## src/gpp_defs.svh

```systemverilog
// constants of the poll and addressing block: command bytes, limits, timing
`ifndef GPP_DEFS_SVH
`define GPP_DEFS_SVH

// ****************************************************************
// bus command bytes, sent with atn asserted
// ****************************************************************
`define GPP_CMD_UNL 8'h3f
`define GPP_CMD_UNT 8'h5f
`define GPP_CMD_SPE 8'h18
`define GPP_CMD_SPD 8'h19
`define GPP_CMD_PPU 8'h15
`define GPP_TALK_BASE 8'h40
`define GPP_LISTEN_BASE 8'h20

// ****************************************************************
// status byte and secondary address fields
// ****************************************************************
`define GPP_RQS_BIT 6
`define GPP_SAD_MIN 8'h60
`define GPP_SAD_MAX 8'h7e
`define GPP_SAD_OFF 8'h7f
`define GPP_OWN_STB_RST 8'h00

// ****************************************************************
// timing
// ****************************************************************
`define GPP_CLK_MHZ 40
`define GPP_IFC_NS 100000
`define GPP_IFC_CYC ((`GPP_IFC_NS * `GPP_CLK_MHZ + 999) / 1000)
`define GPP_PP_SETTLE_NS 2000
`define GPP_PP_SETTLE_CYC ((`GPP_PP_SETTLE_NS * `GPP_CLK_MHZ + 999) / 1000)

`endif

```

## src/gpp_pkg.sv

```systemverilog
// types shared by the poll and addressing block
package gpp_pkg;

	typedef enum logic [3:0] {
		ST_IDLE = 4'b0000,
		ST_IFC = 4'b0001,
		ST_PP_TAKE = 4'b0010,
		ST_PP_SETTLE = 4'b0011,
		ST_SP_CMD = 4'b0100,
		ST_SP_WAIT = 4'b0101,
		ST_SP_READ = 4'b0110,
		ST_SP_RWAIT = 4'b0111,
		ST_SP_TAIL = 4'b1000,
		ST_SP_TWAIT = 4'b1001
	} gpp_state_t;

	typedef enum logic [2:0] {
		HS_IDLE = 3'b000,
		HS_SRC_WAIT = 3'b001,
		HS_SRC_DAV = 3'b010,
		HS_ACC_WAIT = 3'b011,
		HS_ACC_HOLD = 3'b100
	} gpp_hs_state_t;

	typedef enum logic [1:0] {
		ERR_NONE = 2'b00,
		ERR_NOT_CIC = 2'b01,
		ERR_NO_SYSCTL = 2'b10,
		ERR_BAD_ARG = 2'b11
	} gpp_err_t;

endpackage

```

## src/gpp_xfer_if.sv

```systemverilog
// byte transfer request channel between sequencer and handshake engine
`timescale 1ns/1ps
interface gpp_xfer_if;
	logic go;
	logic rd;
	logic [7:0] tx_byte;
	logic done;
	logic [7:0] rx_byte;

	modport ctl(output go, output rd, output tx_byte,
		input done, input rx_byte);
	modport eng(input go, input rd, input tx_byte,
		output done, output rx_byte);
endinterface
```

## src/gpp_hs.sv

```systemverilog
// three-wire byte handshake engine: source for commands, acceptor for data
`timescale 1ns/1ps
module gpp_hs (
	// clock and reset
	input wire logic core_clk_i,
	input wire logic rst_b_i,
	// request channel
	gpp_xfer_if.eng x,
	// data lines
	input wire logic [7:0] dio_i,
	output logic [7:0] dio_o,
	output logic dio_oe_o,
	// handshake lines, high means asserted
	input wire logic dav_i,
	output logic dav_o,
	input wire logic nrfd_i,
	output logic nrfd_o,
	input wire logic ndac_i,
	output logic ndac_o
);
	gpp_pkg::gpp_hs_state_t st_q;

	always_ff @(posedge core_clk_i) begin
		if (!rst_b_i) begin
			st_q <= gpp_pkg::HS_IDLE;
			dio_o <= 8'h00;
			dio_oe_o <= 1'b0;
			dav_o <= 1'b0;
			nrfd_o <= 1'b0;
			ndac_o <= 1'b0;
			x.done <= 1'b0;
			x.rx_byte <= 8'h00;
		end else begin
			x.done <= 1'b0;
			case (st_q)
				gpp_pkg::HS_IDLE: begin
					if (x.go && x.rd) begin
						// listener: ready for data, not yet accepted
						nrfd_o <= 1'b0;
						ndac_o <= 1'b1;
						st_q <= gpp_pkg::HS_ACC_WAIT;
					end else if (x.go) begin
						dio_o <= x.tx_byte;
						dio_oe_o <= 1'b1;
						st_q <= gpp_pkg::HS_SRC_WAIT;
					end
				end
				gpp_pkg::HS_SRC_WAIT: begin
					if (!nrfd_i) begin
						dav_o <= 1'b1;
						st_q <= gpp_pkg::HS_SRC_DAV;
					end
				end
				gpp_pkg::HS_SRC_DAV: begin
					if (!ndac_i) begin
						dav_o <= 1'b0;
						dio_oe_o <= 1'b0;
						x.done <= 1'b1;
						st_q <= gpp_pkg::HS_IDLE;
					end
				end
				gpp_pkg::HS_ACC_WAIT: begin
					if (dav_i) begin
						x.rx_byte <= dio_i;
						nrfd_o <= 1'b1;
						ndac_o <= 1'b0;
						st_q <= gpp_pkg::HS_ACC_HOLD;
					end
				end
				gpp_pkg::HS_ACC_HOLD: begin
					// exactly one byte: hold off further data until idle
					if (!dav_i) begin
						nrfd_o <= 1'b0;
						x.done <= 1'b1;
						st_q <= gpp_pkg::HS_IDLE;
					end
				end
				default: st_q <= gpp_pkg::HS_IDLE;
			endcase
		end
	end
endmodule

```

## src/gpp_poll.sv

```systemverilog
// controller polling, own poll status, system control and secondary address
// Contract
// - parallel poll drives atn and eoi together as the identify message
// - data lines sampled during identify become the parallel poll byte
// - parallel poll when not controller-in-charge is refused with an error
// - standby controller takes control with ifc first, stays active after
// - a per-device parallel poll runs as the full board poll
// - status bit 6 set means the device requests service
// - serial poll sends unlisten, talk, device secondary, listen, board secondary, then enable
// - after enable exactly one response byte is read
// - after the byte send untalk, unlisten, serial poll disable
// - automatic polling returns the stored byte when its flag is set
// - programmable own status byte; srq follows its bit 6
// - system control setting permits or forbids clear and remote enable
// - outside interface clear obeyed only without system control
// - secondary address in range is stored and enables extended addressing
// - zero or 0x7f disables extended addressing
// - stored device secondary follows its primary in addressing
`timescale 1ns/1ps
`include "gpp_defs.svh"
module gpp_poll #(
	parameter int NDEV = 4,
	parameter int IW = 2,
	parameter int IFC_CYCLES = `GPP_IFC_CYC,
	parameter int PP_SETTLE_CYCLES = `GPP_PP_SETTLE_CYC
) (
	// clock and reset
	input wire logic core_clk_i,
	input wire logic rst_b_i,
	// host operations, one-cycle pulses
	input wire logic run_parallel_poll_i,
	input wire logic pp_for_device_i,
	input wire logic read_serial_poll_byte_i,
	input wire logic set_own_poll_status_i,
	input wire logic system_control_request_i,
	input wire logic pulse_interface_clear_i,
	input wire logic drive_remote_enable_i,
	input wire logic set_secondary_address_i,
	// host operation arguments
	input wire logic [IW-1:0] dev_index_i,
	input wire logic [4:0] dev_pad_i,
	input wire logic [4:0] board_pad_i,
	input wire logic auto_poll_en_i,
	input wire logic [7:0] op_value_i,
	input wire logic sad_for_board_i,
	// host results
	output logic busy_o,
	output logic done_o,
	output logic [1:0] error_code_o,
	output logic [7:0] resp_byte_o,
	output logic sys_ctrl_o,
	output logic cic_o,
	output logic board_ext_addr_o,
	output logic [NDEV-1:0] request_service_flag_o,
	// bus control lines, high means asserted
	output logic atn_o,
	output logic eoi_o,
	output logic ifc_o,
	input wire logic ifc_i,
	output logic ren_o,
	output logic srq_o,
	// bus data and handshake
	input wire logic [7:0] dio_i,
	output logic [7:0] dio_o,
	output logic dio_oe_o,
	input wire logic dav_i,
	output logic dav_o,
	input wire logic nrfd_i,
	output logic nrfd_o,
	input wire logic ndac_i,
	output logic ndac_o
);
	// ****************************************************************
	// state
	// ****************************************************************
	gpp_pkg::gpp_state_t st_q;
	logic [2:0] step_q;
	logic [12:0] cnt_q;
	logic [IW-1:0] idx_q;
	logic [4:0] pad_q;
	logic [7:0] own_stb_q;
	logic [6:0] dev_sad_q [NDEV];
	logic [NDEV-1:0] dev_sad_en_q;
	logic [6:0] brd_sad_q;
	logic [7:0] cache_q [NDEV];
	logic [8:0] head_w;
	logic [7:0] tail_w;
	logic idle_w;
	logic acc_ifc, acc_sysctl, acc_own, acc_ren, acc_sad, acc_pp, acc_sp;
	logic [6:0] req_w;
	logic sad_on_w, sad_off_w;
	logic ifc_ok_w, ren_ok_w, cache_hit_w;

	gpp_xfer_if xf ();

	gpp_hs u_hs (
		.core_clk_i(core_clk_i),
		.rst_b_i(rst_b_i),
		.x(xf.eng),
		.dio_i(dio_i),
		.dio_o(dio_o),
		.dio_oe_o(dio_oe_o),
		.dav_i(dav_i),
		.dav_o(dav_o),
		.nrfd_i(nrfd_i),
		.nrfd_o(nrfd_o),
		.ndac_i(ndac_i),
		.ndac_o(ndac_o)
	);

	// ****************************************************************
	// command byte sequences
	// ****************************************************************
	// head of a serial poll; bit 8 clear means the step is skipped
	function automatic logic [8:0] head_byte(input logic [2:0] s,
		input logic [4:0] dpad, input logic [4:0] bpad,
		input logic den, input logic [6:0] dsad,
		input logic ben, input logic [6:0] bsad);
		logic [8:0] r;
		r = 9'h000;
		case (s)
			3'd0: r = {1'b1, `GPP_CMD_UNL};
			3'd1: r = {1'b1, `GPP_TALK_BASE | {3'b000, dpad}};
			3'd2: r = {den, 1'b0, dsad};
			3'd3: r = {1'b1, `GPP_LISTEN_BASE | {3'b000, bpad}};
			3'd4: r = {ben, 1'b0, bsad};
			3'd5: r = {1'b1, `GPP_CMD_SPE};
			default: r = 9'h000;
		endcase
		return r;
	endfunction

	function automatic logic [7:0] tail_byte(input logic [2:0] s);
		logic [7:0] r;
		r = `GPP_CMD_SPD;
		case (s)
			3'd0: r = `GPP_CMD_UNT;
			3'd1: r = `GPP_CMD_UNL;
			default: r = `GPP_CMD_SPD;
		endcase
		return r;
	endfunction

	assign head_w = head_byte(step_q, pad_q, board_pad_i,
		dev_sad_en_q[idx_q], dev_sad_q[idx_q],
		board_ext_addr_o, brd_sad_q);
	assign tail_w = tail_byte(step_q);

	// ****************************************************************
	// request acceptance, one operation at a time by fixed priority
	// ****************************************************************
	assign idle_w = (st_q == gpp_pkg::ST_IDLE);
	// lowest set bit wins: clear first, serial poll last
	assign req_w = {read_serial_poll_byte_i, run_parallel_poll_i,
		set_secondary_address_i, set_own_poll_status_i,
		drive_remote_enable_i, system_control_request_i,
		pulse_interface_clear_i};
	assign {acc_sp, acc_pp, acc_sad, acc_own, acc_ren, acc_sysctl,
		acc_ifc} = idle_w ? (req_w & (~req_w + 7'h01)) : 7'h00;

	assign sad_on_w = (op_value_i >= `GPP_SAD_MIN) &&
		(op_value_i <= `GPP_SAD_MAX);
	assign sad_off_w = (op_value_i == 8'h00) ||
		(op_value_i == `GPP_SAD_OFF);
	assign ifc_ok_w = sys_ctrl_o;
	assign ren_ok_w = sys_ctrl_o;
	assign cache_hit_w = auto_poll_en_i &&
		request_service_flag_o[dev_index_i];

	// ****************************************************************
	// sequencer: controller state, bus control lines and results
	// ****************************************************************
	always_ff @(posedge core_clk_i) begin
		if (!rst_b_i) begin
			st_q <= gpp_pkg::ST_IDLE;
			step_q <= 3'd0;
			cnt_q <= 13'h0000;
			idx_q <= '0;
			pad_q <= 5'h00;
			atn_o <= 1'b0;
			eoi_o <= 1'b0;
			ifc_o <= 1'b0;
			cic_o <= 1'b0;
			busy_o <= 1'b0;
			done_o <= 1'b0;
			error_code_o <= gpp_pkg::ERR_NONE;
			resp_byte_o <= 8'h00;
			xf.go <= 1'b0;
			xf.rd <= 1'b0;
			xf.tx_byte <= 8'h00;
		end else begin
			done_o <= 1'b0;
			xf.go <= 1'b0;
			case (st_q)
				gpp_pkg::ST_IDLE: begin
					if (acc_ifc && !ifc_ok_w) begin
						done_o <= 1'b1;
						error_code_o <= gpp_pkg::ERR_NO_SYSCTL;
					end else if (acc_ifc) begin
						ifc_o <= 1'b1;
						cnt_q <= 13'(IFC_CYCLES - 1);
						busy_o <= 1'b1;
						st_q <= gpp_pkg::ST_IFC;
					end else if (acc_ren) begin
						done_o <= 1'b1;
						error_code_o <= ren_ok_w ? gpp_pkg::ERR_NONE :
							gpp_pkg::ERR_NO_SYSCTL;
					end else if (acc_sysctl || acc_own) begin
						done_o <= 1'b1;
						error_code_o <= gpp_pkg::ERR_NONE;
					end else if (acc_sad) begin
						done_o <= 1'b1;
						error_code_o <= (sad_on_w || sad_off_w) ?
							gpp_pkg::ERR_NONE : gpp_pkg::ERR_BAD_ARG;
					end else if (acc_pp && !cic_o) begin
						// refused without touching the bus
						done_o <= 1'b1;
						error_code_o <= gpp_pkg::ERR_NOT_CIC;
					end else if (acc_pp) begin
						// device form is the same board-wide poll
						atn_o <= 1'b1;
						busy_o <= 1'b1;
						st_q <= gpp_pkg::ST_PP_TAKE;
					end else if (acc_sp && cache_hit_w) begin
						done_o <= 1'b1;
						error_code_o <= gpp_pkg::ERR_NONE;
						resp_byte_o <= cache_q[dev_index_i];
					end else if (acc_sp && !cic_o) begin
						done_o <= 1'b1;
						error_code_o <= gpp_pkg::ERR_NOT_CIC;
					end else if (acc_sp) begin
						atn_o <= 1'b1;
						idx_q <= dev_index_i;
						pad_q <= dev_pad_i;
						step_q <= 3'd0;
						busy_o <= 1'b1;
						st_q <= gpp_pkg::ST_SP_CMD;
					end
				end
				gpp_pkg::ST_IFC: begin
					if (cnt_q == 13'h0000) begin
						// bus is ours: controller-in-charge, active
						ifc_o <= 1'b0;
						cic_o <= 1'b1;
						atn_o <= 1'b1;
						busy_o <= 1'b0;
						done_o <= 1'b1;
						error_code_o <= gpp_pkg::ERR_NONE;
						st_q <= gpp_pkg::ST_IDLE;
					end else begin
						cnt_q <= cnt_q - 13'h0001;
					end
				end
				gpp_pkg::ST_PP_TAKE: begin
					// atn already up one cycle before eoi joins it
					eoi_o <= 1'b1;
					cnt_q <= 13'(PP_SETTLE_CYCLES - 1);
					st_q <= gpp_pkg::ST_PP_SETTLE;
				end
				gpp_pkg::ST_PP_SETTLE: begin
					if (cnt_q == 13'h0000) begin
						resp_byte_o <= dio_i;
						eoi_o <= 1'b0;
						busy_o <= 1'b0;
						done_o <= 1'b1;
						error_code_o <= gpp_pkg::ERR_NONE;
						st_q <= gpp_pkg::ST_IDLE;
					end else begin
						cnt_q <= cnt_q - 13'h0001;
					end
				end
				gpp_pkg::ST_SP_CMD: begin
					if (head_w[8]) begin
						xf.go <= 1'b1;
						xf.rd <= 1'b0;
						xf.tx_byte <= head_w[7:0];
						st_q <= gpp_pkg::ST_SP_WAIT;
					end else begin
						step_q <= step_q + 3'd1;
					end
				end
				gpp_pkg::ST_SP_WAIT: begin
					if (xf.done && step_q == 3'd5) begin
						atn_o <= 1'b0;
						st_q <= gpp_pkg::ST_SP_READ;
					end else if (xf.done) begin
						step_q <= step_q + 3'd1;
						st_q <= gpp_pkg::ST_SP_CMD;
					end
				end
				gpp_pkg::ST_SP_READ: begin
					xf.go <= 1'b1;
					xf.rd <= 1'b1;
					st_q <= gpp_pkg::ST_SP_RWAIT;
				end
				gpp_pkg::ST_SP_RWAIT: begin
					if (xf.done) begin
						resp_byte_o <= xf.rx_byte;
						atn_o <= 1'b1;
						step_q <= 3'd0;
						st_q <= gpp_pkg::ST_SP_TAIL;
					end
				end
				gpp_pkg::ST_SP_TAIL: begin
					xf.go <= 1'b1;
					xf.rd <= 1'b0;
					xf.tx_byte <= tail_w;
					st_q <= gpp_pkg::ST_SP_TWAIT;
				end
				gpp_pkg::ST_SP_TWAIT: begin
					if (xf.done && step_q == 3'd2) begin
						busy_o <= 1'b0;
						done_o <= 1'b1;
						error_code_o <= gpp_pkg::ERR_NONE;
						st_q <= gpp_pkg::ST_IDLE;
					end else if (xf.done) begin
						step_q <= step_q + 3'd1;
						st_q <= gpp_pkg::ST_SP_TAIL;
					end
				end
				default: st_q <= gpp_pkg::ST_IDLE;
			endcase
			// a foreign clear only strips control while idle; a running
			// sequence finishes first, which keeps atn and eoi paired unless the clear lands in the cycle a parallel poll is accepted
			if (ifc_i && !sys_ctrl_o && idle_w) begin
				cic_o <= 1'b0;
				atn_o <= 1'b0;
			end
		end
	end

	// ****************************************************************
	// configuration: system control, remote enable, own status byte
	// ****************************************************************
	always_ff @(posedge core_clk_i) begin
		if (!rst_b_i) begin
			sys_ctrl_o <= 1'b0;
			ren_o <= 1'b0;
			own_stb_q <= `GPP_OWN_STB_RST;
			srq_o <= 1'b0;
		end else begin
			if (acc_sysctl) begin
				sys_ctrl_o <= |op_value_i;
				// losing system control forbids remote enable too
				if (op_value_i == 8'h00) begin
					ren_o <= 1'b0;
				end
			end
			if (acc_ren && ren_ok_w) begin
				ren_o <= |op_value_i;
			end
			if (acc_own) begin
				own_stb_q <= op_value_i;
				srq_o <= op_value_i[`GPP_RQS_BIT];
			end
		end
	end

	// ****************************************************************
	// secondary addresses of the board and each device
	// ****************************************************************
	always_ff @(posedge core_clk_i) begin
		if (!rst_b_i) begin
			brd_sad_q <= 7'h00;
			board_ext_addr_o <= 1'b0;
			dev_sad_en_q <= '0;
			for (int i = 0; i < NDEV; i++) begin
				dev_sad_q[i] <= 7'h00;
			end
		end else if (acc_sad && sad_on_w && sad_for_board_i) begin
			brd_sad_q <= op_value_i[6:0];
			board_ext_addr_o <= 1'b1;
		end else if (acc_sad && sad_off_w && sad_for_board_i) begin
			board_ext_addr_o <= 1'b0;
		end else if (acc_sad && sad_on_w) begin
			dev_sad_q[dev_index_i] <= op_value_i[6:0];
			dev_sad_en_q[dev_index_i] <= 1'b1;
		end else if (acc_sad && sad_off_w) begin
			dev_sad_en_q[dev_index_i] <= 1'b0;
		end
	end

	// ****************************************************************
	// serial poll cache with request-service flags
	// ****************************************************************
	// a fresh positive answer sets the flag; handing back a stored byte
	// consumes it, so the next call polls the device again
	always_ff @(posedge core_clk_i) begin
		if (!rst_b_i) begin
			request_service_flag_o <= '0;
			for (int i = 0; i < NDEV; i++) begin
				cache_q[i] <= 8'h00;
			end
		end else if (st_q == gpp_pkg::ST_SP_RWAIT && xf.done) begin
			cache_q[idx_q] <= xf.rx_byte;
			request_service_flag_o[idx_q] <=
				xf.rx_byte[`GPP_RQS_BIT];
		end else if (acc_sp && cache_hit_w) begin
			request_service_flag_o[dev_index_i] <= 1'b0;
		end
	end

	// own_stb_q drives nothing but unused_w; no logic puts it on the bus for a foreign controller
	logic unused_w;
	assign unused_w = ^own_stb_q ^ pp_for_device_i;
endmodule

```

## config.mk

```make
export PLATFORM = sky130hd
export DESIGN_NAME = gpp_poll
export DESIGN_NICKNAME = d
export VERILOG_FILES = /design/src/gpp_pkg.sv /design/src/gpp_xfer_if.sv /design/src/gpp_hs.sv /design/src/gpp_poll.sv
export VERILOG_INCLUDE_DIRS = /design/src /design/src/src
export SDC_FILE = /design/constraint.sdc
export NUM_CORES = 1
export LEC_CHECK = 0
export BUFFER_PORTS_ARGS = -buffer_cell sky130_fd_sc_hd__buf_4
export CAP_MARGIN = 30
export CORE_MARGIN = 2
export CORE_UTILIZATION = 59
export DETAILED_ROUTE_END_ITERATION = 10
export GPL_TIMING_DRIVEN = 0
export PLACE_DENSITY_LB_ADDON = 0.15
export SYNTH_ARGS = -nofsm -noshare
export SYNTH_HDL_FRONTEND = slang
export SYNTH_SLANG_ARGS = --single-unit
```

## constraint.sdc

```tcl
create_clock -name core_clk_i -period 3.63 [get_ports core_clk_i]
set_input_delay 0.726 -clock core_clk_i [delete_from_list [all_inputs] [get_ports core_clk_i]]
set_output_delay 0.726 -clock core_clk_i [all_outputs]
set_load 0.02 [all_outputs]
```

==> results.ini <==
[grt]
grt_overflow=0
grt_pass1_wl_mm=34.8
grt_pass1_vias=6660
grt_antenna_before_repair=0
grt_max_degree=17
grt_usage_pct=32.0

[sta]
fmax_ghz=0.348
fin_worst_skew_ps=8.72
period_share_pct=79.3
hold_viol=0
period_needed_ps=2880
relSlewSlack_pct=44.0
drv_slew=0
fin_setup_tns_ps=0
tightest_slew_ps=834
rsz0062_at_grt=false
finalSetupViolCount=0
hold_slack_ps=437

[logic_synthesis]
ys_warn_count=0
synth_top_area_share_pct=24.4
synthCells=812
seq_area_frac_synth_pct=47.4
ys_seq_elements=156
yosys.area.top_type=dfxtp_1
synth_area_leaders=dfxtp_1, edfxtp_1, mux2i_1
syn_area_um2=7860
synth_flop_cell=dfxtp_1
avgSynthCellArea_um2=9.68
ys_types=71
syn_nets=862
synth_edf_count=60
async_flop_share_pct=0

[setup_path]
crit_path_cell_trace=clkbuf_1 > clkbuf_1 > clkbuf_1 > o21ai_0 > buf_4
critical_path_buf_inv_count=4
path_delay_family=buffers and inverters
ff2ff_setup_slack_ps=780
crit_required_ps=3820
reg2regPathDepth=9
cp_common_cell=clkbuf_1
cpMaxStageDelayCell=clkbuf_1
crit_fanout=10
cp-start-kind=input port
path_class=input port to flop
path_depth=5
slowest_delay_ps=640
r2r_end=dev_sad_q[2][5]
crit_arrival_ps=3070
r2r_start=st_q[3]
endpoint_kind=flop

[die]
pin_count=80
die-height_um=119
dieArea_um2=14300
rows=42
initial_core_util_pct=59.8
die_w_um=119
fp.coreArea_um2=13100

[power]
peakVddDrop_uv=294
power.density_nw_per_um2=501
p_leak_nw=3.50
seqPwrFrac_pct=43.4
switchingPower_mw=1.36
power_frac_clock_pct=37.4
p_total_mw=4.63
combinationalPowerShare_pct=19.2
switching_share_pct=29.4
intPower_mw=3.27

[finish]
final_cell_mix=dfxtp_1, nand2_1, buf_4, nor2_1, edfxtp_1
final_cells=1098
antennaDiodeCount=0
fillers=1027
layout_commonest_cell=dfxtp_1
drive_above_1_share_pct=16.5
area_delta_synth_final_pct=17.5
design_area_um2=9240
nets=959

[place]
gp_congestion=0.944
port_buffers=74
dp.cells=1066
placement.cell_area_um2=8670
dp_hpwl_mm=16.3

[detailed_routing]
dr.pass1.iters=9
drt_iter0_markers=869
top_layer_used=met4
m1WireLength_mm=8.72
ant_nets=0
drc=0
route.met3.wl_mm=1.97
routed_wl_mm=22.3
wire_per_inst_um=20.3
viasPerCell=6.31
dr_wl_met2_mm=10.7
vias=6923

[worst_hold_path]
holdPathEnd=cnt_q[12]
whs_path_depth=2
min-delay-start=cnt_q[12]
hold_class=flop to flop

[clocking]
postCtsSetupRepairBufs=0
cts-root-buf=clkbuf_16
insertion_delay_ps=430
ctsHoldBuffers=0
cts_buffers=17
max-clock-path-buffers=2
post_cts_resized=0
cts_tree=built
clkTransAtPathRegs_ps=60
htreeDepth=4
clock_sinks=156

[job]
cap_violations=0

[status]
status=finished, final reports clean

[area by class of cell]
cell class | count | area, um2 | area share [%]
multi-input combinational | 580 | 3800 | 41.2
sequential | 156 | 3720 | 40.3
timing repair buffer | 78 | 583 | 6.31
clock buffer | 18 | 429 | 4.65
buffer | 55 | 256 | 2.78
tap | 176 | 220 | 2.38
clock inverter | 14 | 143 | 1.54
inverter | 21 | 78.8 | 0.853
[synthesized netlist by cell type, types with 18 or more instances]
library cell  instances
o21ai_0              33
clkbuf_1             37
nand2_1              89
dfxtp_1              96
edfxtp_1             60
a21oi_1              54
mux2i_1              46
nor2_1               69
nand3_1              18
and3_1               37
inv_1                21
nor3_1               19
and2_1               39
[sequential cells by signal, summed over array words and instances, names as in the netlist, 2 cells and up, named ones only]
| name | cells |
|---|---|
| dev_sad_q | 28 |
| request_service_flag_o | 4 |
| u_hs.dio_o | 7 |
| u_hs.x.rx_byte | 8 |
| brd_sad_q | 7 |
| st_q | 4 |
| u_hs.st_q | 3 |
| error_code_o | 2 |
| resp_byte_o | 8 |
| xf.tx_byte | 7 |
| idx_q | 2 |
| step_q | 3 |
| pad_q | 5 |
| cnt_q | 13 |
| cache_q | 32 |
[worst max path at each step]
stage                                     start               to
after floorplan           drive_remote_enable_i  dev_sad_q[0][0]
after global placement    drive_remote_enable_i  dev_sad_q[3][3]
after detailed placement                rst_b_i  dev_sad_q[1][2]
after CTS                               st_q[3]  dev_sad_q[1][0]
after global routing                    st_q[3]  dev_sad_q[1][0]
final                                   rst_b_i  dev_sad_q[2][5]
[power groups by stage]
stage               clock (mW)  combinational (mW)  sequential [mW]
detailed placement           0               0.869             2.04
global placement             0               0.842             2.04
CTS                       1.74               0.874             2.01
finish                    1.73               0.890             2.01
floorplan                    0               0.566             2.05
global route              1.83               0.955             2.02
[tightest hold or removal path: stages, from the launching register on]
cell     delay (ps)
dfxtp_1         310
nand2_1          50
a21oi_1          30
[per-stage QoR]
stage | util (%) | setup WS [ps]
final | 70.3 | 753
after global placement | 65.8 | 325
after CTS | 70.3 | 796
after floorplan | - | 915
after global routing | 70.3 | 566
after detailed placement | 66.0 | 455
[routing by layer]
metal  up-vias  GRT usage [%]
met5         -              0
met3        71           6.61
met2       392           52.3
met1      3290           40.6
li1       3170              -
met4         0           15.4
[cells by family (layout without fill, tap and decap cells)]
kind of cell               Yosys count  after routing  share of synthesized area [%]
AOI/OAI and AO/OA                  170            170                           14.0
adders and majority gates            6              6                          0.955
buffers and inverters               76            186                           4.26
DFF                                156            156                           47.4
muxes                               65             65                           10.9
other                                1              1                         0.0477
and+or+nand+nor                    338            338                           22.5
Note: power is estimated with default switching activity, not from simulation.
